$ cat config.mk
export PLATFORM = sky130hd
export DESIGN_NAME = irx_decoder
export DESIGN_NICKNAME = d
export VERILOG_FILES = /design/src/core/irx_pkg.sv /design/src/core/irx_width_meter.sv /design/src/core/irx_decoder.sv
export SDC_FILE = /design/constraint.sdc
export NUM_CORES = 1
export LEC_CHECK = 0
export BUFFER_PORTS_ARGS = -buffer_cell sky130_fd_sc_hd__buf_4
export CAP_MARGIN = 10
export CORE_MARGIN = 4
export CORE_UTILIZATION = 60
export DETAILED_ROUTE_END_ITERATION = 8
export PLACE_DENSITY = 0.87
export SETUP_SLACK_MARGIN = 0.15
export SLEW_MARGIN = 5
export SYNTH_ARGS = -nofsm -noshare
export SYNTH_HDL_FRONTEND = slang
export SYNTH_SLANG_ARGS = --single-unit
$ cat constraint.sdc
create_clock -name mclk -period 4.26 [get_ports mclk]
set_input_delay 0.426 -clock mclk [delete_from_list [all_inputs] [get_ports mclk]]
set_output_delay 0.426 -clock mclk [all_outputs]
set_load 0.01 [all_outputs]
$ cat src/core/irx_pkg.sv
// Constants shared by the infrared remote frame decoder
package irx_pkg;

  // Clock rate in MHz; all widths below are measured in this clock
  localparam int unsigned CLK_MHZ          = 25;

  // Pulse and gap figures in microseconds
  localparam int unsigned LEAD_LOW_MIN_US  = 7000;   // Leader burst lower bound
  localparam int unsigned LEAD_GAP_MIN_US  = 3500;   // Leader gap lower bound
  localparam int unsigned BIT_ONE_MIN_US   = 1120;   // Gap at or above this is a one
  localparam int unsigned TIMEOUT_US       = 20000;  // Run this long or longer aborts a frame

  // Derived cycle counts (exact products, so no rounding is needed)
  localparam int unsigned LEAD_LOW_CYC     = LEAD_LOW_MIN_US * CLK_MHZ;
  localparam int unsigned LEAD_GAP_CYC     = LEAD_GAP_MIN_US * CLK_MHZ;
  localparam int unsigned BIT_ONE_CYC      = BIT_ONE_MIN_US * CLK_MHZ;
  localparam int unsigned TIMEOUT_CYC      = TIMEOUT_US * CLK_MHZ;

  // Run length counter width and line level when nothing is sent
  localparam int unsigned LEN_W            = 20;
  localparam logic        IDLE_LEVEL       = 1'b1;

  // Frame layout, least significant bit sent first
  localparam int unsigned FRAME_BITS       = 32;
  localparam int unsigned CNT_W            = 6;
  localparam int unsigned ID_LSB           = 0;
  localparam int unsigned ID_W             = 16;
  localparam int unsigned KEY_LSB          = 16;
  localparam int unsigned INV_LSB          = 24;
  localparam int unsigned BYTE_W           = 8;
  localparam int unsigned DIG_W            = 4;

  // Sequencer states
  typedef enum logic [1:0] {
    SEQ_IDLE,
    LEADER_SEEN_STATE,
    PAYLOAD_CAPTURE_STATE
  } irx_seq_t;

  // True when a measured run reaches a threshold
  function automatic logic irx_at_least(input logic [LEN_W-1:0] len,
                                        input logic [LEN_W-1:0] thr);
    irx_at_least = (len >= thr);
  endfunction : irx_at_least

endpackage : irx_pkg

$ cat src/core/irx_width_meter.sv
// Run length meter for the demodulated infrared line
`timescale 1ns/1ns
module irx_width_meter
  import irx_pkg::*;
(
  input  wire logic             mclk,       // System clock
  input  wire logic             reset,      // Asynchronous reset, active high
  input  wire logic             level_in,   // Demodulated line level
  output logic                  run_done,   // One-cycle pulse when a run ends
  output logic                  run_level,  // Level of the run that just ended
  output logic [LEN_W-1:0]      run_len,    // Cycles of the run that just ended
  output logic [LEN_W-1:0]      cur_len     // Cycles of the run in progress
);

  logic             prev_q, prev_d;
  logic [LEN_W-1:0] cnt_q, cnt_d;
  logic             done_q, done_d;
  logic             lvl_q, lvl_d;
  logic [LEN_W-1:0] len_q, len_d;

  // Count the current level; saturate so an idle line never wraps into a short run
  always_comb
  begin
    prev_d = level_in;
    done_d = 1'b0;
    lvl_d  = lvl_q;
    len_d  = len_q;
    if (level_in != prev_q)
    begin
      done_d = 1'b1;
      lvl_d  = prev_q;
      len_d  = cnt_q;
      cnt_d  = LEN_W'(1);
    end
    else if (cnt_q == {LEN_W{1'b1}})
      cnt_d = cnt_q;
    else
      cnt_d = cnt_q + 1'b1;
  end

  // Register stage
  always_ff @(posedge mclk or posedge reset)
  begin
    if (reset)
    begin
      prev_q <= IDLE_LEVEL;
      cnt_q  <= '0;
      done_q <= 1'b0;
      lvl_q  <= IDLE_LEVEL;
      len_q  <= '0;
    end
    else
    begin
      prev_q <= prev_d;
      cnt_q  <= cnt_d;
      done_q <= done_d;
      lvl_q  <= lvl_d;
      len_q  <= len_d;
    end
  end

  assign run_done  = done_q;
  assign run_level = lvl_q;
  assign run_len   = len_q;
  assign cur_len   = cnt_q;

endmodule : irx_width_meter

$ cat src/core/irx_decoder.sv
// Infrared remote frame decoder: symbol detector, sequencer and display register
// Notes on behaviour
// A frame is a leader, then the key fields, then one end bit that closes it.
// After the leader the decoder gathers a 16-bit remote identifier and an 8-bit key field.
// The symbol detector checks the line for the leader and reports it to the sequencer.
// The sequencer goes from idle to the leader-seen state as soon as a leader is reported.
// From the leader-seen state it enters payload capture once the identifier field begins.
// In payload capture identifier, key and inverted key are kept and passed to the display.
// All logic runs from one clock and every time measurement counts that clock.
// The identifier tells remotes apart and the key code tells which key was pressed.
// Digits zero and one show the inverted key nibbles, digits two and three the key nibbles.
// Digits four to seven show the four identifier nibbles, lowest nibble on digit four.
// Symbols are told apart by counted widths, and the decoder idles after end bit or timeout.
// The display updates only on a full frame whose inverted key complements the key.
`timescale 1ns/1ns
module irx_decoder
  import irx_pkg::*;
#(
  parameter int unsigned LEAD_LOW  = LEAD_LOW_CYC,  // Leader burst cycles
  parameter int unsigned LEAD_GAP  = LEAD_GAP_CYC,  // Leader gap cycles
  parameter int unsigned BIT_ONE   = BIT_ONE_CYC,   // Gap cycles that mark a one
  parameter int unsigned TIMEOUT   = TIMEOUT_CYC    // Abort after a run this long
)
(
  input  wire logic             mclk,                // System clock
  input  wire logic             reset,               // Asynchronous reset, active high
  input  wire logic             ir_line,             // Demodulated receiver output, idle high
  output logic [DIG_W-1:0]      display_digit_zero,  // Inverted key, low nibble
  output logic [DIG_W-1:0]      display_digit_one,   // Inverted key, high nibble
  output logic [DIG_W-1:0]      display_digit_two,   // Key, low nibble
  output logic [DIG_W-1:0]      display_digit_three, // Key, high nibble
  output logic [DIG_W-1:0]      display_digit_four,  // Identifier nibble 0
  output logic [DIG_W-1:0]      display_digit_five,  // Identifier nibble 1
  output logic [DIG_W-1:0]      display_digit_six,   // Identifier nibble 2
  output logic [DIG_W-1:0]      display_digit_seven, // Identifier nibble 3
  output logic                  frame_done           // One-cycle pulse on accepted frame
);

  localparam logic [LEN_W-1:0] LEAD_LOW_T = LEN_W'(LEAD_LOW);
  localparam logic [LEN_W-1:0] LEAD_GAP_T = LEN_W'(LEAD_GAP);
  localparam logic [LEN_W-1:0] BIT_ONE_T  = LEN_W'(BIT_ONE);
  localparam logic [LEN_W-1:0] TIMEOUT_T  = LEN_W'(TIMEOUT);

  logic                  run_done;
  logic                  run_level;
  logic [LEN_W-1:0]      run_len;
  logic [LEN_W-1:0]      cur_len;

  irx_seq_t              state_q, state_d;
  logic [FRAME_BITS-1:0] data_q, data_d;
  logic [CNT_W-1:0]      bit_cnt_q, bit_cnt_d;
  logic [FRAME_BITS-1:0] display_q, display_d;
  logic                  done_q, done_d;
  logic                  lead_ok, gap_ok, frame_ok, timed_out, check_ok;

  // Width measurement of every low burst and high gap, in mclk cycles
  irx_width_meter u_meter (
    .mclk      (mclk),
    .reset     (reset),
    .level_in  (ir_line),
    .run_done  (run_done),
    .run_level (run_level),
    .run_len   (run_len),
    .cur_len   (cur_len)
  );

  // Symbol detector verdicts
  assign lead_ok   = run_done && !run_level && irx_at_least(run_len, LEAD_LOW_T);
  assign gap_ok    = run_done && run_level && irx_at_least(run_len, LEAD_GAP_T);
  assign timed_out = irx_at_least(cur_len, TIMEOUT_T);
  assign check_ok  = (data_q[INV_LSB +: BYTE_W] == ~data_q[KEY_LSB +: BYTE_W]);
  assign frame_ok  = (state_q == PAYLOAD_CAPTURE_STATE) && (bit_cnt_q == CNT_W'(FRAME_BITS))
                     && run_done && !run_level && check_ok;

  // Sequencer and payload shifter; repeat codes have a short gap and drop back to idle
  always_comb
  begin
    state_d   = state_q;
    data_d    = data_q;
    bit_cnt_d = bit_cnt_q;
    display_d = display_q;
    done_d    = 1'b0;
    case (state_q)
      SEQ_IDLE:
      begin
        if (lead_ok)
          state_d = LEADER_SEEN_STATE;
      end
      LEADER_SEEN_STATE:
      begin
        bit_cnt_d = '0;
        if (timed_out)
          state_d = SEQ_IDLE;
        else if (run_done && run_level)
          state_d = gap_ok ? PAYLOAD_CAPTURE_STATE : SEQ_IDLE;
      end
      PAYLOAD_CAPTURE_STATE:
      begin
        if (timed_out)
          state_d = SEQ_IDLE;
        else if (run_done && run_level && bit_cnt_q < CNT_W'(FRAME_BITS))
        begin
          // First bit lands lowest after all shifts: identifier, key, inverted key
          data_d    = {irx_at_least(run_len, BIT_ONE_T), data_q[FRAME_BITS-1:1]};
          bit_cnt_d = bit_cnt_q + 1'b1;
        end
        else if (run_done && !run_level && bit_cnt_q == CNT_W'(FRAME_BITS))
        begin
          // End bit closes the frame; a failed check is dropped silently
          state_d = SEQ_IDLE;
          if (check_ok)
          begin
            display_d = {data_q[ID_LSB +: ID_W], data_q[KEY_LSB +: BYTE_W],
                         data_q[INV_LSB +: BYTE_W]};
            done_d    = 1'b1;
          end
        end
      end
      default:
        state_d = SEQ_IDLE;
    endcase
  end

  // Register stage, one clock for everything
  always_ff @(posedge mclk or posedge reset)
  begin
    if (reset)
    begin
      state_q   <= SEQ_IDLE;
      data_q    <= '0;
      bit_cnt_q <= '0;
      display_q <= '0;
      done_q    <= 1'b0;
    end
    else
    begin
      state_q   <= state_d;
      data_q    <= data_d;
      bit_cnt_q <= bit_cnt_d;
      display_q <= display_d;
      done_q    <= done_d;
    end
  end

  // Digit fan-out straight from the display register
  assign display_digit_zero  = display_q[0*DIG_W +: DIG_W];
  assign display_digit_one   = display_q[1*DIG_W +: DIG_W];
  assign display_digit_two   = display_q[2*DIG_W +: DIG_W];
  assign display_digit_three = display_q[3*DIG_W +: DIG_W];
  assign display_digit_four  = display_q[4*DIG_W +: DIG_W];
  assign display_digit_five  = display_q[5*DIG_W +: DIG_W];
  assign display_digit_six   = display_q[6*DIG_W +: DIG_W];
  assign display_digit_seven = display_q[7*DIG_W +: DIG_W];
  assign frame_done          = done_q;
endmodule : irx_decoder

; ---- Word level (Yosys, flattened, before mapping)
; Cells that the tools add are included.
[classes]
n_addsub = 2
magnitude_cmp = 5
eq_ne = 13
mux = 19
bitwise_logic = 3
reduce_logical = 13
[op_table]
columns = op, count
row1 = $mux 20, 2
row2 = $add 20x1->20 const B, 1
row3 = $eq 20x20->1 const B, 1
row4 = $ge 20x15->1 const B, 1
row5 = $ge 20x17->1 const B, 1
row6 = $ge 20x18->1 const B, 1
row7 = $ge 20x19->1 const B, 1
row8 = $mux 2, 7
row9 = $mux 6, 2
row10 = $pmux 6 s2, 1
row11 = $eq 8x8->1, 1
row12 = $not 8->8, 1
row13 = $add 6x1->6 const B, 1
row14 = $eq 6x6->1 const B, 1
row15 = $logic_and 1x1->1, 6
row16 = $lt 6x6->1 const B, 1
row17 = $mux 1, 6
row18 = $ne 3x3->1 const B, 2
row19 = $pmux 2 s3, 1
row20 = $reduce_and 3->1, 2
row21 = $reduce_and 5->1, 1
row22 = $ne 2x1->1 const B, 2
row23 = $ne 2x2->1 const B, 2
row24 = $reduce_and 4->1, 1
row25 = 8 further kinds, 9
[word_totals]
reg_bits = 116
input_bits = 3
output_inout_bits = 33
elab_cells = 65

; ---- Logic depth before layout (Yosys ltp)
; Gate-level depths: netlist of the first run.
[logic_depth]
word_depth = 7
mapped_depth = 9
ltp_nobuf = 7

; ---- Cells and area by module
; A second synthesis of the first run with hierarchy kept.
[hier_totals]
hier_cells = 435
hier_area_um2 = 5139.9
[modules_own_cells]
columns = module, instances, cells_each, area_each_um2
row1 = irx_decoder, 1, 236, 3203.1
row2 = irx_width_meter, 1, 199, 1936.9

; ---- Worst setup path after synthesis of the first run
; OpenSTA, ideal clock, no wires.
[synth_path]
path_kind = reg-to-reg
startpoint = register u_meter.cnt_q[5], in the netlist u_meter.cur_len[5]
endpoint = register display_q[0]
setup_ps = 125
arrival_ps = 2125
required_ps = 4135
slack_ps = 2010
stages_incl_launch_ff = 8
path_buffers = 2
period_less_slack_ps = 2250
cell_sequence = dfrtp_1 > o31ai_1 > nand3_1 > a21o_1 > or4_4 > buf_6 > buf_12 > mux2_4
[synth_via]
elab_chain_len = 3
[synth_rtl]
columns = item, line
row1 = "start, declared", irx_width_meter.sv:16  ; logic [LEN_W-1:0] cnt_q, cnt_d;
row2 = "start signal, assigned", irx_width_meter.sv:55  ; cnt_q <= cnt_d;
row3 = $ge 20x19->1, irx_pkg.sv:43  ; irx_at_least = (len >= thr);
row4 = $not 1->1 (no source line), -
row5 = $reduce_and 5->1 (no source line), -
row6 = "end signal, assigned", irx_decoder.sv:140  ; display_q <= display_d;
row7 = "end, declared", irx_decoder.sv:52  ; logic [FRAME_BITS-1:0] display_q, display_d;
; Every way passes these cells.
; A chain may end at the register's enable or synchronous reset.

; ---- Worst setup path in the final report of the first run
[layout_path]
startpoint = register u_meter.cnt_q[5], in the netlist u_meter.cur_len[5]
endpoint = register data_q[15]
[layout_via]
elab_chain_len = 3
[layout_rtl]
columns = item, line
row1 = $ge 20x19->1, irx_pkg.sv:43
row2 = $not 1->1 (no source line), -
row3 = $reduce_and 3->1 (no source line), -
row4 = "end signal, assigned", irx_decoder.sv:138  ; data_q <= data_d;
row5 = "end, declared", irx_decoder.sv:50  ; logic [FRAME_BITS-1:0] data_q, data_d;
; Every way passes these cells.

==> qor.txt, run 1 <==
CP Class -> flop to flop
Register share of total power -> 0.452
WL final -> 9.824 mm
Fin. max-slew vios -> 0
Die Height -> 100.5 µm
# nets final -> 471
Highest Clock Rate -> 0.3604 GHz
Routed WL per cell -> 16.91 µm
Buffers on Ports -> 35
Core ar. -> 8258 µm²
Setup-failing EPs final -> 0
Worst r2r src -> u_meter.cur_len[5]
Ys Warns -> 0
Detailed-route via count -> 3,324
Syn_nets -> 430
Clock Latency Late Sink -> 0.51 ns
Synth cell count leaders -> dfrtp_1, nand2_1, mux2_2
Drt pass-1 iters -> 4
Main synth FF type -> dfrtp_1
Post-Synth Adder-Cell Area -> 0.01171
Clock-pin slew on the worst setup and hold paths -> 0.06 ns
Fin Clk Skew -> 0.01142 ns
Worst Setup End Kind -> flop
Worst Tran Pin Value -> 1.072 ns
RSZ-0062 raised after global routing -> false
Initial DRC Count -> 158
Cells after synthesis -> 423
Die X -> 100.5 µm
Row Count -> 33
Sequential cell area -> 2855 µm²
Initial antenna violation count -> 0
Vias in the first global route -> 3,398
Root buf cell -> clkbuf_8
# IOs -> 36
Crit path launch type -> flop
CTS Hold Buffers Added -> 0
Async SR Flop Fraction -> 1.000
GR Overflow Total -> 0
Fin util -> 0.7242
CTS Buf Count -> 17
Worst vdd ir -> 366.6 µV
Most frequent cell after synthesis -> dfrtp_1
R2R cell count -> 5
Clock network power share -> 0.512
Largest net degree at the start of global routing -> 92
# diodes -> 0
GPL Wtd Cong -> 0.8736
Post-synth EDFFs -> 0
Post-DR vias/cell -> 5.721
Net Switching -> 0.5937 mW
Critical Path RT -> 4.64 ns
Ratio of cells with drive above 1 in the final layout -> 0.2962
HPWL Detailed -> 6.246 mm
Aggregate global-route resource usage -> 0.2143
Clock buffer depth -> 2
Post-CTS Resized -> 0
First-pass GRT wire length -> 16.71 mm
Post-CTS setup buffer count -> 0
Crit path DAT -> 3.16 ns
Hold Crit Depth -> 1
Die area -> 10,090 µm²
Fill cell count -> 527
Synth Area in XOR/XNOR -> 0.04099
Rel. slew slack -> 0.2852
CTS tree -> done
Critical R2R Capture -> data_q[15]
Internal -> 1.909 mW
Logic pwr share -> 0.036
Switch share -> 0.2373
Pwr/cell area -> 418.4 nW/µm²
Worst Path Max Fanout -> 20
Top area cells in the synthesized netlist -> dfrtp_1, mux2_4, mux2_2, nand2_1, xnor2_1
Sequential area share after synthesis -> 0.5567
Maxcap violations -> 0
Min-delay src -> ir_line
Post-route DRC -> 0
Setup slack, reg-to-reg -> 1.49 ns
Netlist Area Pre-Place -> 5129 µm²
Fin. Hold Viols -> 0
# clock sinks -> 114
HP Class -> input pin to flop
Syn avg cell area -> 12.12 µm²
Simple-gate area share of the yosys netlist -> 0.1244
Mux share of post-synthesis cell area -> 0.1642
Layout area overhead -> 16.61%
Share of the synthesized area in the top cell type -> 0.5465
Compound-Gate Fraction of Synth Area -> 0.06831
Final min period -> 2.775 ns
Yosys top cell by area -> dfrtp_1
Setup TNS -> 0 ns
Status -> finished, final reports clean
Crit path launch -> u_meter.cur_len[5]
Final Cycle Share -> 0.6513
Synth Register Bits -> 114
Starting density of the core -> 0.6211
H-tree levels -> 4
Antenna viol nets, final -> 0
Hold EP -> u_meter.prev_q
Largest family of logic cells by synthesized area -> multiplexers
Leakage -> 3.061 nW
Area of the multi-input gates -> 2108 µm²
Synth cell types -> 49
stage by stage:
stage	hold WS, ns	cells	area [µm²]	power [mW]	setup WS, ns
floorplan	0.4305	423	5129	1.212	0.8216
global placement	0.4604	550	5431	1.233	1.621
detailed placement	0.4632	550	5431	1.241	1.496
CTS	0.02317	581	5981	2.530	1.451
global route	0.02075	581	5981	2.592	1.353
finish	0.04520	581	5981	2.502	1.485
cell families after synthesis:
| family | count (synthesis) |
|---|---|
| XOR/XNOR | 24 |
| adder cells (fa/ha/maj) | 5 |
| AO/OA/AOI/OAI | 50 |
| multiplexers | 65 |
| buffers and inverters | 28 |
| flip-flops | 114 |
| AND/OR/NAND/NOR | 137 |
layout make-up:
cell class              count  area share
flip-flops and latches    114      0.4774
multi-input cells         281      0.3525
clock buffers              17     0.06925
repair buffers             39     0.04895
clock inverters            14     0.02259
well taps                 105     0.02197
inverters                  11    0.007322
cells in the final DEF, fill, tap and decap left out, types with 10 or more instances in the layout:
master     Yosys  layout
xnor2_1       14      14
clkbuf_16      0      16
inv_1         11      10
nand3_1       13      13
mux2_4        30      30
buf_4          0      39
nand2_1       68      68
a21oi_1       11      11
mux2_2        33      33
xor2_1        10      10
dfrtp_1      112     112
nor2_1        16      16
per-layer routing:
layer | vias to the layer above | GRT usage | share of wire
li1 | 1578 | - | -
met1 | 1656 | 0.2613 | 0.42
met2 | 79 | 0.3654 | 0.52
met3 | 11 | 0.05606 | 0.044
met4 | 0 | 0.08290 | 0.013
met5 | - | 0 | 0
power by group through the flow:
| stage | logic [mW] | clock network [mW] | registers [mW] |
|---|---|---|---|
| final | 0.0909 | 1.28 | 1.13 |
| after global routing | 0.106 | 1.35 | 1.13 |
| after CTS | 0.0929 | 1.31 | 1.13 |
| after detailed placement | 0.0922 | 0 | 1.15 |
| after global placement | 0.0874 | 0 | 1.15 |
| after floorplan | 0.0713 | 0 | 1.14 |
registers in the layout (all words and copies together), names as in the netlist:
register           count
bit_cnt_q              6
data_q                32
display_q             32
frame_done             1
state_q                2
u_meter.cur_len       20
u_meter.prev_q         1
u_meter.run_done       1
u_meter.run_len       18
u_meter.run_level      1
how the worst max path moves through the flow:
| stage | endpoint | slack, ns | depth (start not counted) |
|---|---|---|---|
| after detailed placement | data_q[15] | 1.50 | 5 |
| final | data_q[15] | 1.49 | 5 |
| after floorplan | bit_cnt_q[0] | 0.82 | 1 |
| after global routing | data_q[14] | 1.35 | 5 |
| after CTS | data_q[14] | 1.45 | 5 |
| after global placement | data_q[5] | 1.62 | 5 |
worst max-delay path, cell delays in order (launching register included):
cell and delay, ns:
dfrtp_1 0.44, o31ai_1 0.31, nand3_1 0.27, a211oi_4 0.83, buf_4 0.41, mux2_2 0.38
Power figures use the tool's default switching activity.
==> inputs of run 2 (changes only) <==
- CORE_UTILIZATION: 60 -> 54
- PLACE_DENSITY: 0.87 -> 0.83
- clock period: 4.26 -> 2.5 ns (I/O delays scaled with it)
==> qor.txt, run 2 (synthesis gave the netlist of run 1 again) <==
Status -> finished, final reports clean
Worst Setup End Kind -> flop
Root buf cell -> clkbuf_8
Area of the multi-input gates -> 2125 µm² (+0.77%)
RSZ-0062 raised after global routing -> true
Fin util -> 0.6784 (-0.04584)
Fin. max-slew vios -> 0 (unchanged)
Clock-pin slew on the worst setup and hold paths -> 0.06 ns (about the same)
H-tree levels -> 4 (unchanged)
Sequential cell area -> 2855 µm² (unchanged)
Detailed-route via count -> 3,451 (+3.8%)
Buffers on Ports -> 35 (unchanged)
CTS tree -> done
CP peak stage delay -> 0.62 ns (-0.21 ns)
Clock Latency Late Sink -> 0.51 ns (about the same)
Antenna viol nets, final -> 0 (unchanged)
GR Overflow Total -> 0 (unchanged)
# IOs -> 36 (unchanged)
Fill cell count -> 619 (+17%)
Fin cells -> 625 (+7.6%)
Setup TNS -> 0 ns (unchanged)
Row Count -> 35 (+6.1%)
Most common cell after layout, fill and taps aside -> dfrtp_1
Initial antenna violation count -> 0 (unchanged)
WL final -> 10.38 mm (+5.7%)
# diodes -> 0 (unchanged)
# nets final -> 490 (+4.0%)
Final hold slack -> 0.2962 ns (+0.2510 ns)
Post-DR vias/cell -> 5.522 (-3.5%)
CTS Buf Count -> 17 (unchanged)
Clock buffer depth -> 2 (unchanged)
# clock sinks -> 114 (unchanged)
Placed insts -> 585 (+6.4%)
Initial DRC Count -> 196 (+24%)
Worst Tran Pin Value -> 0.9712 ns (-0.1010 ns)
Rel. slew slack -> 0.3518 (+0.06662)
Cell family with most CP delay -> simple AND/OR/NAND/NOR gates
Critical Path Slowest Stage Cell -> or4_4
Cell area after layout -> 6269 µm² (+4.8%)
Die X -> 105.5 µm (+5.0%)
Setup-failing EPs final -> 0 (unchanged)
CP cell instances -> o31ai_2, nand3_1, a21o_1, or4_4, clkbuf_16, mux2_4
Commonest cells after routing, fill and taps aside -> dfrtp_1, nand2_1, buf_4
HP Class -> input pin to asynchronous set/reset pin
Highest Clock Rate -> 0.4211 GHz (+17%)
Core ar. -> 9240 µm² (+12%)
Fin Clk Skew -> 0.01158 ns (+0.0001636 ns)
CP bufs+invs -> 1 (unchanged)
Aggregate global-route resource usage -> 0.1893 (-0.02501)
Largest net degree at the start of global routing -> 74 (-20%)
Worst vdd ir -> 492.1 µV (+34%)
Ratio of cells with drive above 1 in the final layout -> 0.3286 (+0.03241)
Post-route DRC -> 0 (unchanged)
Area post-placement -> 5583 µm² (+2.8%)
Pwr/cell area -> 687.1 nW/µm² (+64%)
Starting density of the core -> 0.5550 (-0.06602)
Die Height -> 105.5 µm (+5.0%)
Maxcap violations -> 0 (unchanged)
Crit path DAT -> 2.76 ns (-0.40 ns)
Drt pass-1 iters -> 5 (+1)
Crit path launch type -> flop
Layout area overhead -> 22.22%
Vias in the first global route -> 3,438 (+1.2%)
Leakage -> 3.195 nW (+4.4%)
CP Class -> flop to flop
Final Cycle Share -> 0.9500 (+0.2986)
Die area -> 11,120 µm² (+10%)
HPWL Detailed -> 6.475 mm (+3.7%)
Worst Path Max Fanout -> 8 (-60%)
Fin. Hold Viols -> 0 (unchanged)
Routed WL per cell -> 16.61 µm (-1.8%)
First-pass GRT wire length -> 16.89 mm (+1.1%)
Critical Path RT -> 2.88 ns (-1.76 ns)
Final min period -> 2.375 ns (-0.3998 ns)
GPL Wtd Cong -> 0.8473 (-3.0%)
## run 2: routing by layer
layer | vias to the layer above | routed length [µm] | track usage
met2 | 108 | 5509 | 0.3124
met5 | - | 0 | 0
li1 | 1614 | - | -
met3 | 12 | 442 | 0.05634
met4 | 0 | 131 | 0.06279
met1 | 1717 | 4296 | 0.2388
## run 2: path summary, 6_finish.rpt
check / startpoint / end / slack [ns] / cells after the start
worst min register to register: u_meter.run_len[2] / u_meter.run_len[2] / 0.48 / 2
worst max-delay path: u_meter.cur_len[6] / display_q[10] / 0.13 / 6
worst max register to register: u_meter.cur_len[6] / display_q[10] / 0.13 / 6
worst min-delay path: reset / u_meter.run_len[11] / 0.30 / 3
min in group mclk: ir_line / u_meter.prev_q / 0.42 / 2
max in group asynchronous: reset / data_q[3] / 1.53 / 4
## run 2: tightest hold or removal path, cell delays in order
cell and delay [ns]:
dlygate4sd3_1 0.53, buf_4 0.14, clkinvlp_4 0.28
## run 2: area by class of cell
type,count,area share
clock inverters,14,0.02076
repair buffers,58,0.08363
multi-input cells,281,0.3389
clock buffers,18,0.06826
flip-flops and latches,114,0.4555
inverters,11,0.007186
well taps,129,0.02575
## run 2: power breakdown
| group | internal [mW] | leakage (nW) | switching [mW] | total, mW |
|---|---|---|---|---|
| clock | 1.35 | 0.272 | 0.856 | 2.21 |
| combinational | 0.0616 | 1.35 | 0.111 | 0.173 |
| sequential | 1.88 | 1.58 | 0.0415 | 1.93 |
| total | 3.30 | 3.20 | 1.01 | 4.31 |
## run 2: through the flow
stage	power (mW)	setup slack, ns
6_report	4.307	0.1250
5_1_grt	4.488	0.02784
4_1_cts	4.336	0.1773
3_5_place_dp	2.118	0.1424
3_3_place_gp	2.106	0.1553
2_1_floorplan	2.065	0.2499
## run 2: repair_timing
action | in CTS | in global routing
setup buffers | 0 | 3
setup endpoints to repair | 30 | 32
cloned | 0 | 3
hold endpoints to repair | 15 | 0
hold buffers | 2 | 0
gates resized for setup | 2 | 3
pin swaps | 0 | 4
